File: config.mk
export PLATFORM = sky130hd
export DESIGN_NAME = hes_event_status
export DESIGN_NICKNAME = d
export VERILOG_FILES = /design/src/hes_ovt_src.v /design/src/hes_event_status.v
export VERILOG_INCLUDE_DIRS = /design/src
export SDC_FILE = /design/constraint.sdc
export NUM_CORES = 1
export LEC_CHECK = 0
export ABC_AREA = 1
export BUFFER_PORTS_ARGS = -buffer_cell sky130_fd_sc_hd__buf_2
export CAP_MARGIN = 20
export CORE_ASPECT_RATIO = 0.8
export CORE_MARGIN = 5
export CORE_UTILIZATION = 50
export CTS_CLUSTER_SIZE = 24
export DETAILED_ROUTE_END_ITERATION = 6
export GPL_TIMING_DRIVEN = 0
export PLACE_DENSITY = 0.69
export SYNTH_ARGS = -nofsm -noshare
export SYNTH_HDL_FRONTEND = slang
export SYNTH_SLANG_ARGS = --single-unit
File: constraint.sdc
create_clock -name clk_i -period 2.8 [get_ports clk_i]
set_input_delay 0.42 -clock clk_i [delete_from_list [all_inputs] [get_ports clk_i]]
set_output_delay 0.42 -clock clk_i [all_outputs]
set_load 0.02 [all_outputs]
File: src/hes_regs.vh
// Purpose: Register indexes, field positions and reset values of the event status bank.
// Assumes: Byte address on the bus is four times the index; data sits in bits 7:0.
// Notes:   Definitions only; included by the event status bank and its helpers.
`ifndef HES_REGS_VH
`define HES_REGS_VH

// Documented event status registers, read only.
`define HES_IDX_SUPPLY        7'h71
`define HES_IDX_OVT           7'h72
`define HES_IDX_SHUT          7'h73
`define HES_IDX_FAN           7'h74

// Live over-temperature state, one bit per source.
`define HES_IDX_OVT_LIVE      7'h79

// Per-source groups of eight indexes, selected by index bits 6:3.
`define HES_GRP_SEL           4'h8
`define HES_GRP_HIGH          4'h9
`define HES_GRP_HYST          4'hA

// Single configuration registers and the interrupt status register.
`define HES_IDX_SHUT_MODE     7'h58
`define HES_IDX_FAN_LIM0      7'h5A
`define HES_IDX_FAN_LIM1      7'h5B
`define HES_IDX_FAN_LIM2      7'h5C
`define HES_IDX_V10_HIGH      7'h60
`define HES_IDX_V10_LOW       7'h61
`define HES_IDX_VBAT_HIGH     7'h62
`define HES_IDX_VBAT_LOW      7'h63
`define HES_IDX_IRQ_STAT      7'h7C
`define HES_IDX_IRQ_MASK      7'h7D

// Temperature input selection codes.
`define HES_SEL_SYSTEM        2'h0
`define HES_SEL_PROCESSOR     2'h1
`define HES_SEL_AUX           2'h2

// Selection reset: sources 1,4,5,6 system, 2 processor, 3 auxiliary.
`define HES_SEL_RST           12'h024

// Reset values of limits, event registers and masks.
`define HES_HIGH_RST          8'h50
`define HES_HYST_RST          8'h4B
`define HES_FAN_LIM_RST       8'hFF
`define HES_VHIGH_RST         8'hFF
`define HES_VLOW_RST          8'h00
`define HES_EVT_RST           8'h00
`define HES_MASK_RST          4'h0

// Interrupt status bit positions.
`define HES_IRQ_SUPPLY        0
`define HES_IRQ_OVT           1
`define HES_IRQ_SHUT          2
`define HES_IRQ_FAN           3

`endif

File: src/hes_ovt_src.v
// Purpose: Over-temperature state of one source with high limit and hysteresis.
// Assumes: Temperature and limits are unsigned codes synchronous to clk_i.
// Notes:   The state flop is the output, so it is glitch free.
`timescale 1ns/1ps

module hes_ovt_src #(
  parameter TEMP_W = 8
) (
  input  wire              clk_i,
  input  wire              rst_i,
  input  wire [TEMP_W-1:0] temp_i,
  input  wire [TEMP_W-1:0] high_i,
  input  wire [TEMP_W-1:0] hyst_i,
  output wire              over_o
);

  reg over_reg;

  // Set above the high limit, release only below hysteresis so a reading
  // that dithers around the limit cannot chatter the state.
  always @(posedge clk_i) begin
    if (rst_i) begin
      over_reg <= 1'b0;
    end else if (temp_i > high_i) begin
      over_reg <= 1'b1;
    end else if (temp_i < hyst_i) begin
      over_reg <= 1'b0;
    end
  end

  assign over_o = over_reg;

endmodule

File: src/hes_event_status.v
// Purpose: Event status bank of a hardware monitor: supply, over-temperature,
//          shut-down and fan count events, with a classic Wishbone slave.
// Assumes: Readings arrive as synchronous codes; byte address is index times four.
// Notes:   Event registers clear when read; a set in the read cycle survives.
`timescale 1ns/1ps
`include "hes_regs.vh"

// Function
// - Bit 1 of supply event register sets when 1 V supply leaves its limits.
// - Bit 0 of supply event register sets when battery voltage leaves its limits.
// - Four 8-bit read-only event registers at indexes 71h to 74h.
// - Over-temperature register bits 0-5 set when source exceeds high limit outside shut-down mode.
// - Sources one, four, five, six default to the system temperature input.
// - Source two defaults to the processor temperature input.
// - Source three defaults to the auxiliary temperature input.
// - Shut-down register bits 0-5 set on high limit crossing in shut-down mode.
// - Fan register bits 0-2 set when system, processor, auxiliary fan counts exceed limit.
// - Over-temperature state holds until temperature falls below hysteresis.
module hes_event_status #(
  parameter TEMP_W  = 8,
  parameter VOLT_W  = 8,
  parameter COUNT_W = 8,
  parameter N_SRC   = 6,
  parameter N_FAN   = 3
) (
  input  wire               clk_i,
  input  wire               rst_i,
  input  wire               cyc_i,
  input  wire               stb_i,
  input  wire               we_i,
  input  wire [8:0]         adr_i,
  input  wire [3:0]         sel_i,
  input  wire [31:0]        dat_i,
  output wire [31:0]        dat_o,
  output wire               ack_o,
  output wire               irq_o,
  input  wire [TEMP_W-1:0]  system_temp_input_i,
  input  wire [TEMP_W-1:0]  processor_temp_input_i,
  input  wire [TEMP_W-1:0]  auxiliary_temp_input_i,
  input  wire [VOLT_W-1:0]  one_volt_level_i,
  input  wire [VOLT_W-1:0]  battery_level_i,
  input  wire [COUNT_W-1:0] system_fan_tach_i,
  input  wire [COUNT_W-1:0] processor_fan_tach_i,
  input  wire [COUNT_W-1:0] auxiliary_fan_tach_i
);

  // Bus decode: one access per request, answered one cycle later. The
  // registered answer costs a cycle per access but keeps every bus output
  // a flop; masking the decode with ack_reg stops a request that is still
  // held during its answer from being taken a second time.
  reg         ack_reg;
  reg  [31:0] dat_reg;
  wire [6:0]  idx = adr_i[8:2];
  wire        acc = cyc_i & stb_i & ~ack_reg;
  wire        wr  = acc & we_i & sel_i[0];
  wire        rd  = acc & ~we_i;

  // Configuration registers.
  localparam [2*N_SRC-1:0] SEL_RST = `HES_SEL_RST;

  wire [2*N_SRC-1:0]      src_sel_vec;
  wire [TEMP_W*N_SRC-1:0] high_vec;
  wire [TEMP_W*N_SRC-1:0] hyst_vec;
  reg  [N_SRC-1:0]        shut_mode_reg;
  reg  [COUNT_W-1:0]      fan_lim_reg [0:N_FAN-1];
  reg  [VOLT_W-1:0]       v10_high_reg;
  reg  [VOLT_W-1:0]       v10_low_reg;
  reg  [VOLT_W-1:0]       vbat_high_reg;
  reg  [VOLT_W-1:0]       vbat_low_reg;

  // Event, interrupt and output state.
  reg  [7:0]  supply_limit_event_reg;
  reg  [7:0]  overtemp_limit_event_reg;
  reg  [7:0]  overtemp_shutdown_event_reg;
  reg  [7:0]  fan_count_limit_event_reg;
  reg  [3:0]  irq_stat_reg;
  reg  [3:0]  irq_mask_reg;
  reg         irq_reg;

  wire [N_SRC-1:0]   overtemp_source;
  wire [COUNT_W-1:0] fan_count [0:N_FAN-1];

  assign fan_count[0] = system_fan_tach_i;
  assign fan_count[1] = processor_fan_tach_i;
  assign fan_count[2] = auxiliary_fan_tach_i;

  // Per-source selection, limits and hysteresis state. Each slot keeps its
  // own flops and hands them to the packed vectors, so every bit has one driver.
  genvar i;
  generate
    for (i = 0; i < N_SRC; i = i + 1) begin : g_src
      localparam [2:0] SLOT = i;
      reg  [1:0]        sel_reg;
      reg  [TEMP_W-1:0] high_lim_reg;
      reg  [TEMP_W-1:0] hyst_lim_reg;
      reg  [TEMP_W-1:0] temp_sel;
      wire              slot_wr = wr && (idx[2:0] == SLOT);

      // Packed copies feed the read mux.
      assign src_sel_vec[2*i +: 2]        = sel_reg;
      assign high_vec[TEMP_W*i +: TEMP_W] = high_lim_reg;
      assign hyst_vec[TEMP_W*i +: TEMP_W] = hyst_lim_reg;

      // Code 3 falls back to the system input rather than reading nothing.
      always @* begin
        case (sel_reg)
          `HES_SEL_PROCESSOR: temp_sel = processor_temp_input_i;
          `HES_SEL_AUX:       temp_sel = auxiliary_temp_input_i;
          default:            temp_sel = system_temp_input_i;
        endcase
      end

      // Selection resets to each source's default input.
      always @(posedge clk_i) begin
        if (rst_i) begin
          sel_reg      <= SEL_RST[2*i +: 2];
          high_lim_reg <= `HES_HIGH_RST;
          hyst_lim_reg <= `HES_HYST_RST;
        end else if (slot_wr) begin
          if (idx[6:3] == `HES_GRP_SEL) begin
            sel_reg <= dat_i[1:0];
          end
          if (idx[6:3] == `HES_GRP_HIGH) begin
            high_lim_reg <= dat_i[TEMP_W-1:0];
          end
          if (idx[6:3] == `HES_GRP_HYST) begin
            hyst_lim_reg <= dat_i[TEMP_W-1:0];
          end
        end
      end

      hes_ovt_src #(
        .TEMP_W (TEMP_W)
      ) u_src (
        .clk_i  (clk_i),
        .rst_i  (rst_i),
        .temp_i (temp_sel),
        .high_i (high_lim_reg),
        .hyst_i (hyst_lim_reg),
        .over_o (overtemp_source[i])
      );
    end
  endgenerate

  // Single configuration registers; each fan limit has its own case item.
  // Indexes outside this list fall to the default branch and change nothing.
  integer f;
  always @(posedge clk_i) begin
    if (rst_i) begin
      shut_mode_reg <= {N_SRC{1'b0}};
      v10_high_reg  <= `HES_VHIGH_RST;
      v10_low_reg   <= `HES_VLOW_RST;
      vbat_high_reg <= `HES_VHIGH_RST;
      vbat_low_reg  <= `HES_VLOW_RST;
      irq_mask_reg  <= `HES_MASK_RST;
      for (f = 0; f < N_FAN; f = f + 1) begin
        fan_lim_reg[f] <= `HES_FAN_LIM_RST;
      end
    end else if (wr) begin
      case (idx)
        `HES_IDX_SHUT_MODE: shut_mode_reg <= dat_i[N_SRC-1:0];
        `HES_IDX_FAN_LIM0:  fan_lim_reg[0] <= dat_i[COUNT_W-1:0];
        `HES_IDX_FAN_LIM1:  fan_lim_reg[1] <= dat_i[COUNT_W-1:0];
        `HES_IDX_FAN_LIM2:  fan_lim_reg[2] <= dat_i[COUNT_W-1:0];
        `HES_IDX_V10_HIGH:  v10_high_reg  <= dat_i[VOLT_W-1:0];
        `HES_IDX_V10_LOW:   v10_low_reg   <= dat_i[VOLT_W-1:0];
        `HES_IDX_VBAT_HIGH: vbat_high_reg <= dat_i[VOLT_W-1:0];
        `HES_IDX_VBAT_LOW:  vbat_low_reg  <= dat_i[VOLT_W-1:0];
        `HES_IDX_IRQ_MASK:  irq_mask_reg  <= dat_i[3:0];
        default:            shut_mode_reg <= shut_mode_reg;
      endcase
    end
  end

  // Event sources, assembled at full register width with reserved bits zero.
  // Comparisons are strict, so a reading equal to a limit is still in range.
  wire [7:0] supply_set;
  wire [7:0] ovt_set;
  wire [7:0] shut_set;
  wire [7:0] fan_set;

  assign supply_set[0]   = (battery_level_i > vbat_high_reg) |
                           (battery_level_i < vbat_low_reg);
  assign supply_set[1]   = (one_volt_level_i > v10_high_reg) |
                           (one_volt_level_i < v10_low_reg);
  assign supply_set[7:2] = 6'h00;
  assign ovt_set         = {2'b00, overtemp_source & ~shut_mode_reg};
  assign shut_set        = {2'b00, overtemp_source & shut_mode_reg};

  // Fan counts against their limits, one comparator per input.
  genvar k;
  generate
    for (k = 0; k < N_FAN; k = k + 1) begin : g_fan
      assign fan_set[k] = fan_count[k] > fan_lim_reg[k];
    end
  endgenerate
  assign fan_set[7:N_FAN] = {(8-N_FAN){1'b0}};

  // A read clears its register; the set term is ORed last so an event
  // arriving in the clearing cycle is kept. A condition that still holds
  // re-sets its bit at once, so software only sees a bit fall once the cause
  // has gone; reads of other indexes never disturb an event register.
  wire       clr_supply = rd & (idx == `HES_IDX_SUPPLY);
  wire       clr_ovt    = rd & (idx == `HES_IDX_OVT);
  wire       clr_shut   = rd & (idx == `HES_IDX_SHUT);
  wire       clr_fan    = rd & (idx == `HES_IDX_FAN);
  wire [7:0] supply_next = (clr_supply ? 8'h00 : supply_limit_event_reg) | supply_set;
  wire [7:0] ovt_next    = (clr_ovt ? 8'h00 : overtemp_limit_event_reg) | ovt_set;
  wire [7:0] shut_next   = (clr_shut ? 8'h00 : overtemp_shutdown_event_reg) | shut_set;
  wire [7:0] fan_next    = (clr_fan ? 8'h00 : fan_count_limit_event_reg) | fan_set;

  // New bits in any event register raise the matching interrupt status.
  // Only a bit that was clear counts as new: a persisting cause raises one
  // interrupt, not one per cycle, so a cleared status does not re-fire.
  wire [3:0] irq_evt;
  assign irq_evt[`HES_IRQ_SUPPLY] = |(supply_set & ~supply_limit_event_reg);
  assign irq_evt[`HES_IRQ_OVT]    = |(ovt_set & ~overtemp_limit_event_reg);
  assign irq_evt[`HES_IRQ_SHUT]   = |(shut_set & ~overtemp_shutdown_event_reg);
  assign irq_evt[`HES_IRQ_FAN]    = |(fan_set & ~fan_count_limit_event_reg);

  // Write-one-to-clear status; an event in the same cycle wins over the clear.
  wire [3:0] irq_w1c       = (wr && idx == `HES_IDX_IRQ_STAT) ? dat_i[3:0] : 4'h0;
  wire [3:0] irq_stat_next = (irq_stat_reg & ~irq_w1c) | irq_evt;

  // Event registers ignore bus writes entirely, so a stray write from
  // software cannot hide an event that has not been read yet.
  always @(posedge clk_i) begin
    if (rst_i) begin
      supply_limit_event_reg      <= `HES_EVT_RST;
      overtemp_limit_event_reg    <= `HES_EVT_RST;
      overtemp_shutdown_event_reg <= `HES_EVT_RST;
      fan_count_limit_event_reg   <= `HES_EVT_RST;
      irq_stat_reg                <= 4'h0;
      irq_reg                     <= 1'b0;
    end else begin
      supply_limit_event_reg      <= supply_next;
      overtemp_limit_event_reg    <= ovt_next;
      overtemp_shutdown_event_reg <= shut_next;
      fan_count_limit_event_reg   <= fan_next;
      irq_stat_reg                <= irq_stat_next;
      irq_reg                     <= |(irq_stat_next & irq_mask_reg);
    end
  end

  // Read mux; unmapped indexes read zero and are still acknowledged.
  // Per-source groups fall to the default branch, which picks the slot from
  // the low three index bits; slots past the last source read zero.
  reg [7:0] rdata;
  integer   s;
  always @* begin
    rdata = 8'h00;
    case (idx)
      `HES_IDX_SUPPLY:    rdata = supply_limit_event_reg;
      `HES_IDX_OVT:       rdata = overtemp_limit_event_reg;
      `HES_IDX_SHUT:      rdata = overtemp_shutdown_event_reg;
      `HES_IDX_FAN:       rdata = fan_count_limit_event_reg;
      `HES_IDX_OVT_LIVE:  rdata[N_SRC-1:0] = overtemp_source;
      `HES_IDX_SHUT_MODE: rdata[N_SRC-1:0] = shut_mode_reg;
      `HES_IDX_FAN_LIM0:  rdata[COUNT_W-1:0] = fan_lim_reg[0];
      `HES_IDX_FAN_LIM1:  rdata[COUNT_W-1:0] = fan_lim_reg[1];
      `HES_IDX_FAN_LIM2:  rdata[COUNT_W-1:0] = fan_lim_reg[2];
      `HES_IDX_V10_HIGH:  rdata[VOLT_W-1:0] = v10_high_reg;
      `HES_IDX_V10_LOW:   rdata[VOLT_W-1:0] = v10_low_reg;
      `HES_IDX_VBAT_HIGH: rdata[VOLT_W-1:0] = vbat_high_reg;
      `HES_IDX_VBAT_LOW:  rdata[VOLT_W-1:0] = vbat_low_reg;
      `HES_IDX_IRQ_STAT:  rdata[3:0] = irq_stat_reg;
      `HES_IDX_IRQ_MASK:  rdata[3:0] = irq_mask_reg;
      default: begin
        for (s = 0; s < N_SRC; s = s + 1) begin
          if (idx[2:0] == s[2:0]) begin
            if (idx[6:3] == `HES_GRP_SEL) begin
              rdata[1:0] = src_sel_vec[2*s +: 2];
            end
            if (idx[6:3] == `HES_GRP_HIGH) begin
              rdata[TEMP_W-1:0] = high_vec[TEMP_W*s +: TEMP_W];
            end
            if (idx[6:3] == `HES_GRP_HYST) begin
              rdata[TEMP_W-1:0] = hyst_vec[TEMP_W*s +: TEMP_W];
            end
          end
        end
      end
    endcase
  end

  // Acknowledge one cycle after the request and drop it the next cycle,
  // so a request held only through its answer is not taken twice. The last read value stands on
  // dat_o until the next read, so a slow master can still take it.
  always @(posedge clk_i) begin
    if (rst_i) begin
      ack_reg <= 1'b0;
      dat_reg <= 32'h0000_0000;
    end else begin
      ack_reg <= acc;
      if (rd) begin
        dat_reg <= {24'h00_0000, rdata};
      end
    end
  end

  assign dat_o = dat_reg;
  assign ack_o = ack_reg;
  assign irq_o = irq_reg;

endmodule

==> results.py, run 1 <==
metrics = {
    "yosys": {
        "synth_edf_count": 24,
        "netlist_instances": 2099,
        "synth_top_area_cell": "dfxtp_1",
        "synth.top_cell.area_share_pct": 25.9,
        "synthTopCellsByArea": "dfxtp_1 26%, ha_1 14%, nand2_1 12%, inv_1 7.7%, a21oi_1 7.0%",
        "ys_async_sr_fraction_pct": 0,
        "yosys_warnings": 0,
        "syn-cell-area_um2": 14400,
        "dominantRegCellSynth": "dfxtp_1",
        "yosysUniqueCellTypes": 35,
        "ys_ff_latch": 211,
        "synth_area_per_cell_um2": 6.88,
        "yosysSeqAreaShare_pct": 30.9,
    },
    "route": {
        "vias": 15500,
        "ant_nets": 0,
        "viasPerCell": 5.91,
        "wirelength_mm": 54.7,
        "drcViolationCount": 0,
        "avgRoutedWirePerCell_um": 20.9,
        "drt_iter0_drc": 2188,
        "first_pass_iters": 6,
    },
    "placed_design": {
        "gp_congestion": 0.978,
        "place.port_buffers": 91,
        "hpwl_mm": 42.5,
        "pre_cts_ws_ns": -0.126,
    },
    "timing": {
        "rsz0062_at_grt": "no",
        "setup_violations": 0,
        "relSlewSlack_pct": 24.3,
        "fin_crit_sh_pct": 94.3,
        "hold_violations": 0,
        "max_freq_mhz": 379,
        "fin_skew_ns": 0.0101,
        "slew_viol_final": 0,
        "worst_slew_pin_slew_ns": 1.13,
        "finalWorstSetupSlack_ns": 0.160,
        "fin_crit_ns": 2.64,
        "hold_ws_ns": 0.197,
    },
    "min_path": {
        "min_path_type": "input port to flip-flop",
        "min-delay-start": "dat_i[7]",
        "hold_depth": 3,
        "holdPathEnd": "v10_high_reg[7]$_SDFFE_PP1P_",
    },
    "setup_path": {
        "start_kind": "flip-flop",
        "reg2reg_slack_ns": 0.16,
        "rr_endpoint": "g_src[0].u_src.over_o$_SDFFE_PP0P_",
        "crit_path_max_fanout": 9,
        "reg2reg_from": "g_src[0].sel_reg[0]$_SDFFE_PP0P_",
        "crit_type": "flip-flop to flip-flop",
        "r2r_cells": 11,
        "cp.required_ns": 3.24,
        "cp-end-kind": "flip-flop",
        "crit_arrival_ns": 3.08,
    },
    "clocking": {
        "cts_max_path_buffers": 3,
        "clkLatencyLatePin_ns": 0.51,
        "cts-hold-fix-buffers": 0,
        "numCtsBuffers": 23,
        "cts-root-buf": "clkbuf_16",
        "cts_tree": "yes",
        "htree_levels": 1,
        "path_clk_slew_ns": 0.06,
        "clock_sinks": 211,
    },
    "final_layout": {
        "drive_gt1_share_pct": 10.4,
        "fin_nets": 2505,
        "diodes": 0,
        "syn_to_final_growth_pct": 12.5,
    },
    "status": {
        "outcome": "complete, no violations",
    },
    "power": {
        "ir_worst_vdd_uv": 524,
        "power_density_nw_per_um2": 446,
        "p_leak_nw": 7.76,
    },
    "global_route": {
        "grt_antenna_before_repair": 4,
        "overflow": 0,
        "grtUsageTotal_pct": 32.5,
        "grt_max_degree": 15,
        "grt_pass1_wl_mm": 82.0,
        "grt_pass1_vias": 14100,
    },
    "die": {
        "dieWidth_um": 200,
        "core_area_um2": 28400,
        "ioPinCount": 148,
        "die_area_um2": 32400,
        "fp.dieH_um": 162,
        "core.rowCount": 55,
        "start_util_pct": 50.9,
    },
    "run": {
        "cap_violations": 0,
    },
}
## cells in the final DEF (no fill, tap or decap), drive strengths merged
cell,instances
inv,310
o221ai,1
bufinv,3
o31a,1
clkbuf,78
o211ai,62
o21ai,186
ha,156
nand2,475
clkinv,6
a211oi,9
clkinvlp,2
o2111ai,2
o21a,4
nand3,111
buf,155
nor3b,1
nand4,21
a221o,42
dfxtp,187
nand3b,6
conb,24
or2,1
a21oi,201
edfxtp,24
nor3,8
o22ai,15
o21bai,1
nor2,158
## per-layer routing
layer  part of all wire (%)  global-route usage, %
met5                  0.086                      0
met4                    2.5                   7.75
met3                     12                   8.30
met2                     41                   46.5
met1                     44                   48.9
## layout make-up
class                           instances  area, um2
Timing Repair Buffer                   95        488
Tap cell                              370        463
Multi-Input combinational cell       1485       8340
Clock buffer                           31        657
Inverter                              312       1170
Clock inverter                          9        126
Sequential cell                       211       4460
Fill cell                            2816      12100
Buffer                                107        538
## cell families (layout without fill, tap and decap cells)
family                   count (synthesis)  count (layout)  synth area share [%]
adder cells (fa/ha/maj)                156             156                  13.5
AND/OR/NAND/NOR                        781             781                  22.3
flip-flops                             211             211                  30.9
other                                    1              24                0.0260
AO/OA/AOI/OAI                          524             524                  21.2
buffers and inverters                  426             554                  12.0
## how the worst max path moves through the flow
| stage | cells past startpoint | to | slack (ns) | startpoint |
|---|---|---|---|---|
| 6_report | 11 | g_src[0].u_src.over_o$_SDFFE_PP0P_ | 0.16 | g_src[0].sel_reg[0]$_SDFFE_PP0P_ |
| 5_1_grt | 12 | g_src[1].u_src.over_o$_SDFFE_PP0P_ | 0.007 | g_src[1].sel_reg[0]$_SDFFE_PP1P_ |
| 4_1_cts | 13 | g_src[1].u_src.over_o$_SDFFE_PP0P_ | 0.01 | g_src[1].sel_reg[0]$_SDFFE_PP1P_ |
| 3_5_place_dp | 12 | g_src[0].u_src.over_o$_SDFFE_PP0P_ | -0.13 | g_src[0].sel_reg[0]$_SDFFE_PP0P_ |
| 3_3_place_gp | 5 | fan_lim_reg[0][1]$_DFFE_PP_ | -0.12 | rst_i |
| 2_1_floorplan | 7 | fan_lim_reg[0][0]$_DFFE_PP_ | 0.59 | adr_i[5] |
## per-stage QoR
stage	utilization (%)	total power, W	TNS [ns]	cells	area (um2)
5_1_grt	57.3	0.00746	0	2620	16200
2_1_floorplan	-	0.00369	0	2122	14500
4_1_cts	57.3	0.00721	0	2624	16200
3_5_place_dp	54.5	0.00407	-0.901	2585	15500
3_3_place_gp	54.5	0.00405	-1.87	2583	15400
6_report	57.3	0.00725	0	2620	16200
## critical path, stage by stage (launching register included)
cell	delay, ns
dfxtp_1	0.41
inv_1	0.08
ha_2	0.43
inv_1	0.17
o21ai_0	0.32
inv_1	0.17
ha_1	0.33
a21oi_1	0.07
o21a_1	0.17
o221ai_1	0.14
o21ai_0	0.14
a21oi_1	0.15
## cells in the mapped netlist (3+ instances only)
master,instances
nand3b_1,6
a21oi_1,201
o22ai_1,15
a221o_1,42
nor3_1,8
buf_2,33
buf_4,25
nand4_1,21
clkbuf_1,52
nand3_1,111
a211oi_1,8
nor2_1,134
buf_1,3
o211ai_1,62
nor2_2,24
edfxtp_1,24
o21a_1,4
nand2_1,473
dfxtp_1,187
o21ai_0,181
o21ai_1,5
inv_1,295
clkinv_1,3
inv_2,14
ha_1,156
## repair_timing
item                       in CTS  in global routing
buffers inserted                0                  0
resized for setup               6                 11
cloned                          0                  0
setup endpoints to repair       2                  6
## report_power, final
part	total, W	internal, W	switching, W
Sequential	0.00312	0.00309	0.0000374
Combinational	0.000921	0.000278	0.000643
Clock	0.00321	0.00192	0.00129
Power figures use the tool's default switching activity.
==> run 2: changes to the inputs <==
- ABC_AREA: 1 -> not set
==> run 2 against run 1 <==
Net effect:
- clock skew rose by 0.025 ns
- synthesized cell count fell by 14%
- register-to-register slack got worse by 0.13 ns
- non-clock buffer count rose by 16
- critical path depth fell by 3
- final cell count fell by 12%
- clock power fell by 2%
- critical path type unchanged
==> results.py, run 2 <==
metrics = {
    "timing": {
        "max_freq_mhz": 362,
        "relSlewSlack_pct": 27.1,
        "fin_crit_sh_pct": 98.8,
        "fin_skew_ns": 0.0350,
        "finalSetupTns_ns": 0,
        "hold_ws_ns": 0.289,
        "finalWorstSetupSlack_ns": 0.0344,
        "worst_slew_pin_slew_ns": 1.09,
        "fin_crit_ns": 2.77,
        "hold_violations": 0,
        "setup_violations": 0,
        "slew_viol_final": 0,
        "rsz0062_at_grt": "no",
    },
    "clocking": {
        "numCtsBuffers": 22,
        "path_clk_slew_ns": 0.07,
        "clock_sinks": 211,
        "cts-root-buf": "clkbuf_16",
        "htree_levels": 1,
        "cts-hold-fix-buffers": 0,
        "cts_max_path_buffers": 3,
        "cts_tree": "yes",
        "clkLatencyLatePin_ns": 0.53,
    },
    "final_layout": {
        "drive_gt1_share_pct": 11.1,
        "final_cell_mix": "208 x nand2_1, 182 x dfxtp_1, 168 x inv_1",
        "final_cells": 2313,
        "multi_input_area_um2": 8830,
        "register_area_um2": 4470,
        "fin_nets": 2200,
        "syn_to_final_growth_pct": 12.4,
        "layout_commonest_cell": "nand2_1",
        "nFillCells": 2673,
        "diodes": 0,
    },
    "min_path": {
        "min_path_type": "input port to flip-flop",
    },
    "yosys": {
        "synth_edf_count": 24,
        "yosysSeqAreaShare_pct": 30.9,
        "ys_async_sr_fraction_pct": 0,
        "yosysUniqueCellTypes": 87,
        "yosys_warnings": 0,
        "ys_ff_latch": 211,
        "netlist_instances": 1802,
        "syn-cell-area_um2": 14400,
        "yosysMostFrequentCell": "nand2_1",
        "dominantRegCellSynth": "dfxtp_1",
        "synth_top_area_cell": "dfxtp_1",
        "synth_area_per_cell_um2": 8.01,
        "synth.top_cell.area_share_pct": 25.9,
        "synthTopCellsByCount": "208 x nand2_1, 187 x dfxtp_1, 168 x inv_1, 156 x ha_1, 133 x nor2_1",
        "synthTopCellsByArea": "dfxtp_1 26%, ha_1 14%, mux2i_1 5.5%, nand2_1 5.4%, edfxtp_1 5.0%",
    },
    "route": {
        "wirelength_mm": 59.3,
        "ant_nets": 0,
        "drt_iter0_drc": 1906,
        "drcViolationCount": 0,
        "viasPerCell": 6.42,
        "avgRoutedWirePerCell_um": 25.6,
        "first_pass_iters": 6,
        "vias": 14900,
    },
    "die": {
        "ioPinCount": 148,
        "start_util_pct": 50.9,
        "core.rowCount": 55,
        "core_area_um2": 28400,
        "fp.dieH_um": 162,
        "die_area_um2": 32400,
        "dieWidth_um": 200,
    },
    "status": {
        "outcome": "complete, no violations",
    },
    "placed_design": {
        "gp_congestion": 1.04,
        "pre_cts_ws_ns": -0.550,
        "place.port_buffers": 86,
        "hpwl_mm": 45.6,
        "place_inst": 2282,
    },
    "global_route": {
        "grtUsageTotal_pct": 35.2,
        "grt_max_degree": 15,
        "grt_pass1_wl_mm": 86.3,
        "grt_pass1_vias": 13800,
        "grt_antenna_before_repair": 1,
        "overflow": 0,
    },
    "setup_path": {
        "start_kind": "flip-flop",
        "cp.required_ns": 3.18,
        "crit_path_max_fanout": 3,
        "crit_arrival_ns": 3.14,
        "crit_type": "flip-flop to flip-flop",
        "cp-end-kind": "flip-flop",
    },
    "run": {
        "cap_violations": 0,
    },
    "power": {
        "power_density_nw_per_um2": 450,
        "p_leak_nw": 6.44,
        "ir_worst_vdd_uv": 482,
    },
}
[run 2: repair_timing]
item / in CTS / in global routing
setup buffers: 0 / 3
pin swaps: 0 / 1
endpoints found under the setup margin: 24 / 16
gates resized for setup: 15 / 23
[run 2: where the power goes]
group	leakage, nW	switching (W)	internal [W]
registers	1.70	0.0000493	0.00309
logic	4.37	0.000685	0.000315
clock network	0.369	0.00131	0.00185
total	6.44	0.00205	0.00525
[run 2: cells by family (layout without fill, tap and decap cells)]
family	count (synthesis)	count (layout)	share of synthesized area (%)
compound gates	540	540	24.2
fa+ha+maj	156	156	13.5
buf+inv	306	424	8.77
flops	211	211	30.9
mux	87	87	6.25
other cells	1	24	0.0260
simple gates	501	501	16.3
[run 2: worst paths after layout]
kind	startpoint	endpoint	slack, ns	cells after the start
setup / recovery	vbat_high_reg[6]$_SDFFE_PP1P_	irq_o$_SDFF_PP0_	0.03	8
setup reg to reg	vbat_high_reg[6]$_SDFFE_PP1P_	irq_o$_SDFF_PP0_	0.03	8
hold reg to reg	g_src[2].hyst_lim_reg[2]$_SDFFE_PP0P_	g_src[2].hyst_lim_reg[2]$_SDFFE_PP0P_	0.49	2
hold / removal	rst_i	irq_stat_reg[2]$_SDFF_PP0_	0.29	2
[run 2: layout make-up]
type | instances | area share (%)
clock inverter | 5 | 0.501
sequential | 211 | 27.6
tap | 370 | 2.85
multi-input combinational | 1308 | 54.4
inverter | 169 | 3.91
clock buffer | 32 | 4.14
timing repair buffer | 90 | 2.82
buffer | 128 | 3.78
[run 2: worst max-delay path, stage by stage (launching register included)]
cell	delay [ns]
dfxtp_1	0.39
inv_1	0.09
ha_1	0.29
a21o_1	0.18
a21oi_1	0.19
o2111ai_1	0.15
a22oi_1	0.65
o31ai_1	0.16
or4_1	0.52
[run 2: per-stage QoR]
| stage | utilization [%] | instance area [um2] | total power (W) |
|---|---|---|---|
| after global placement | 54.4 | 15400 | 0.00413 |
| final | 57.2 | 16200 | 0.00730 |
| after CTS | 57.0 | 16200 | 0.00720 |
| after floorplan | - | 14500 | 0.00373 |
| after detailed placement | 54.4 | 15400 | 0.00415 |
| after global routing | 57.2 | 16200 | 0.00745 |
[run 2: per-layer routing]
layer	wire (um)	vias up	GRT usage, %
met5	28	-	0.772
met4	2160	2	10.7
met3	8010	168	11.3
met2	24400	988	50.9
met1	24700	7042	50.1
li1	-	6661	-
==> run 3: changes to the inputs <==
- CTS_BUF_LIST: not set -> sky130_fd_sc_hd__clkbuf_16
==> run 3 against run 2 <==
Net effect:
- the flow now finishes with violations (design-rule violations)
- sequential share of layout area rose by 0.066 points
- routed wire length increased by 0.39%
- core utilization decreased by 0.14 points
- die area did not move
- register-to-register slack worse by 0.02 ns
- clock-buffer cell count decreased by 8
- setup slack got worse by 0.021 ns
- global-route usage hardly changed
- clock skew rose by 0.00082 ns
- sequential cell count stayed put
- sequential power barely moved
- clock power fell by 5%
- critical path type unchanged
- largest power group is now sequential cells
==> results.py, run 3 (same netlist as run 2, synthesis figures left out) <==
metrics = {
    "die": {
        "core_area_um2": 28400,
        "core.rowCount": 55,
        "start_util_pct": 50.9,
        "die_area_um2": 32400,
        "dieWidth_um": 200,
        "fp.dieH_um": 162,
        "ioPinCount": 148,
    },
    "timing": {
        "setup_violations": 0,
        "hold_violations": 0,
        "worst_slew_pin_slew_ns": 1.11,
        "finalWorstSetupSlack_ns": 0.0131,
        "relSlewSlack_pct": 26.0,
        "hold_ws_ns": 0.290,
        "fin_skew_ns": 0.0358,
        "slew_viol_final": 0,
        "fin_crit_sh_pct": 99.5,
        "max_freq_mhz": 359,
        "fin_crit_ns": 2.79,
        "rsz0062_at_grt": "no",
    },
    "route": {
        "avgRoutedWirePerCell_um": 25.7,
        "vias": 14900,
        "first_pass_iters": 7,
        "ant_nets": 0,
        "viasPerCell": 6.46,
        "drt_iter0_drc": 1893,
        "wirelength_mm": 59.5,
        "drcViolationCount": 29,
    },
    "final_layout": {
        "final_cell_mix": "208 x nand2_1, 182 x dfxtp_1, 172 x inv_1",
        "layout_commonest_cell": "nand2_1",
        "nFillCells": 2675,
        "drive_gt1_share_pct": 10.8,
        "syn_to_final_growth_pct": 12.2,
        "register_area_um2": 4470,
        "fin_nets": 2200,
        "multi_input_area_um2": 8830,
        "post-route-util_pct": 57.1,
        "fin_area_um2": 16200,
    },
    "setup_path": {
        "crit_type": "flip-flop to flip-flop",
        "crit_arrival_ns": 3.16,
        "cp.required_ns": 3.18,
        "critical_path_buf_inv_count": 1,
        "slowest_delay_ns": 0.66,
        "crit_path_max_fanout": 3,
        "cp-end-kind": "flip-flop",
        "path_cells": "inv_1 -> ha_1 -> a21o_1 -> a21oi_1 -> o2111ai_1 -> a22oi_1 -> o31ai_1 -> or4_1",
        "start_kind": "flip-flop",
        "critPathSlowestCell": "a22oi_1",
        "crit_family": "compound AO/OA/AOI/OAI gates",
    },
    "placed_design": {
        "pre_cts_ws_ns": -0.550,
        "place.port_buffers": 86,
        "hpwl_mm": 45.6,
        "gp_congestion": 1.04,
        "placed_area_um2": 15400,
    },
    "clocking": {
        "clock_sinks": 211,
        "cts_max_path_buffers": 3,
        "numCtsBuffers": 22,
        "cts-root-buf": "clkbuf_16",
        "cts_tree": "yes",
        "htree_levels": 1,
        "clkLatencyLatePin_ns": 0.54,
        "path_clk_slew_ns": 0.06,
        "cts-hold-fix-buffers": 0,
    },
    "power": {
        "p_leak_nw": 6.43,
        "p_total_w": 0.00715,
        "power_density_nw_per_um2": 442,
        "ir_worst_vdd_uv": 487,
    },
    "run": {
        "cap_violations": 0,
    },
    "global_route": {
        "overflow": 0,
        "grt_max_degree": 15,
        "grt_pass1_wl_mm": 86.4,
        "grtUsageTotal_pct": 35.2,
        "grt_antenna_before_repair": 1,
        "grt_pass1_vias": 13900,
    },
    "status": {
        "violations": "design-rule violations",
        "outcome": "complete, but fails checks",
    },
    "min_path": {
        "min_path_type": "input port to flip-flop",
    },
}
[run 3: stage by stage]
stage,instances,TNS (ns)
4_1_cts,2315,0
3_5_place_dp,2282,-20.12
3_3_place_gp,2281,-23.41
2_1_floorplan,1825,0
6_report,2314,0
5_1_grt,2313,0
[run 3: area by class of cell]
| type | count | area share (%) |
|---|---|---|
| antenna | 1 | 0.0155 |
| timing repair buffer | 90 | 2.83 |
| inverter | 169 | 3.92 |
| clock inverter | 13 | 0.688 |
| clock buffer | 24 | 3.71 |
| buffer | 128 | 3.79 |
| multi-input combinational | 1308 | 54.6 |
| tap | 370 | 2.86 |
| sequential | 211 | 27.6 |
[run 3: worst paths after layout]
check / from / to / slack [ns] / cells after the start
worst max-delay path: vbat_high_reg[6]$_SDFFE_PP1P_ / irq_o$_SDFF_PP0_ / 0.01 / 8
worst min-delay path: rst_i / irq_stat_reg[2]$_SDFF_PP0_ / 0.29 / 2
worst min register to register: g_src[1].high_lim_reg[7]$_SDFFE_PP0P_ / g_src[1].high_lim_reg[7]$_SDFFE_PP0P_ / 0.50 / 2
worst max register to register: vbat_high_reg[6]$_SDFFE_PP1P_ / irq_o$_SDFF_PP0_ / 0.01 / 8
[run 3: repair_timing]
action,in CTS,in global routing
gates resized for setup,15,23
endpoints found under the setup margin,24,16
buffers inserted,0,3
pin swaps,0,1
[run 3: layer usage]
metal	wire length (um)	GRT usage, %	vias to the layer above
met5	28	0.772	-
met4	2240	11.0	2
met3	8070	10.9	188
met2	24500	50.8	974
met1	24700	50.3	7119
li1	-	-	6658
[run 3: power breakdown]
part           switching (W)  total [W]  internal [W]
clock                0.00130    0.00301       0.00172
sequential         0.0000493    0.00314       0.00309
combinational       0.000687    0.00100      0.000316
total                0.00203    0.00715       0.00512
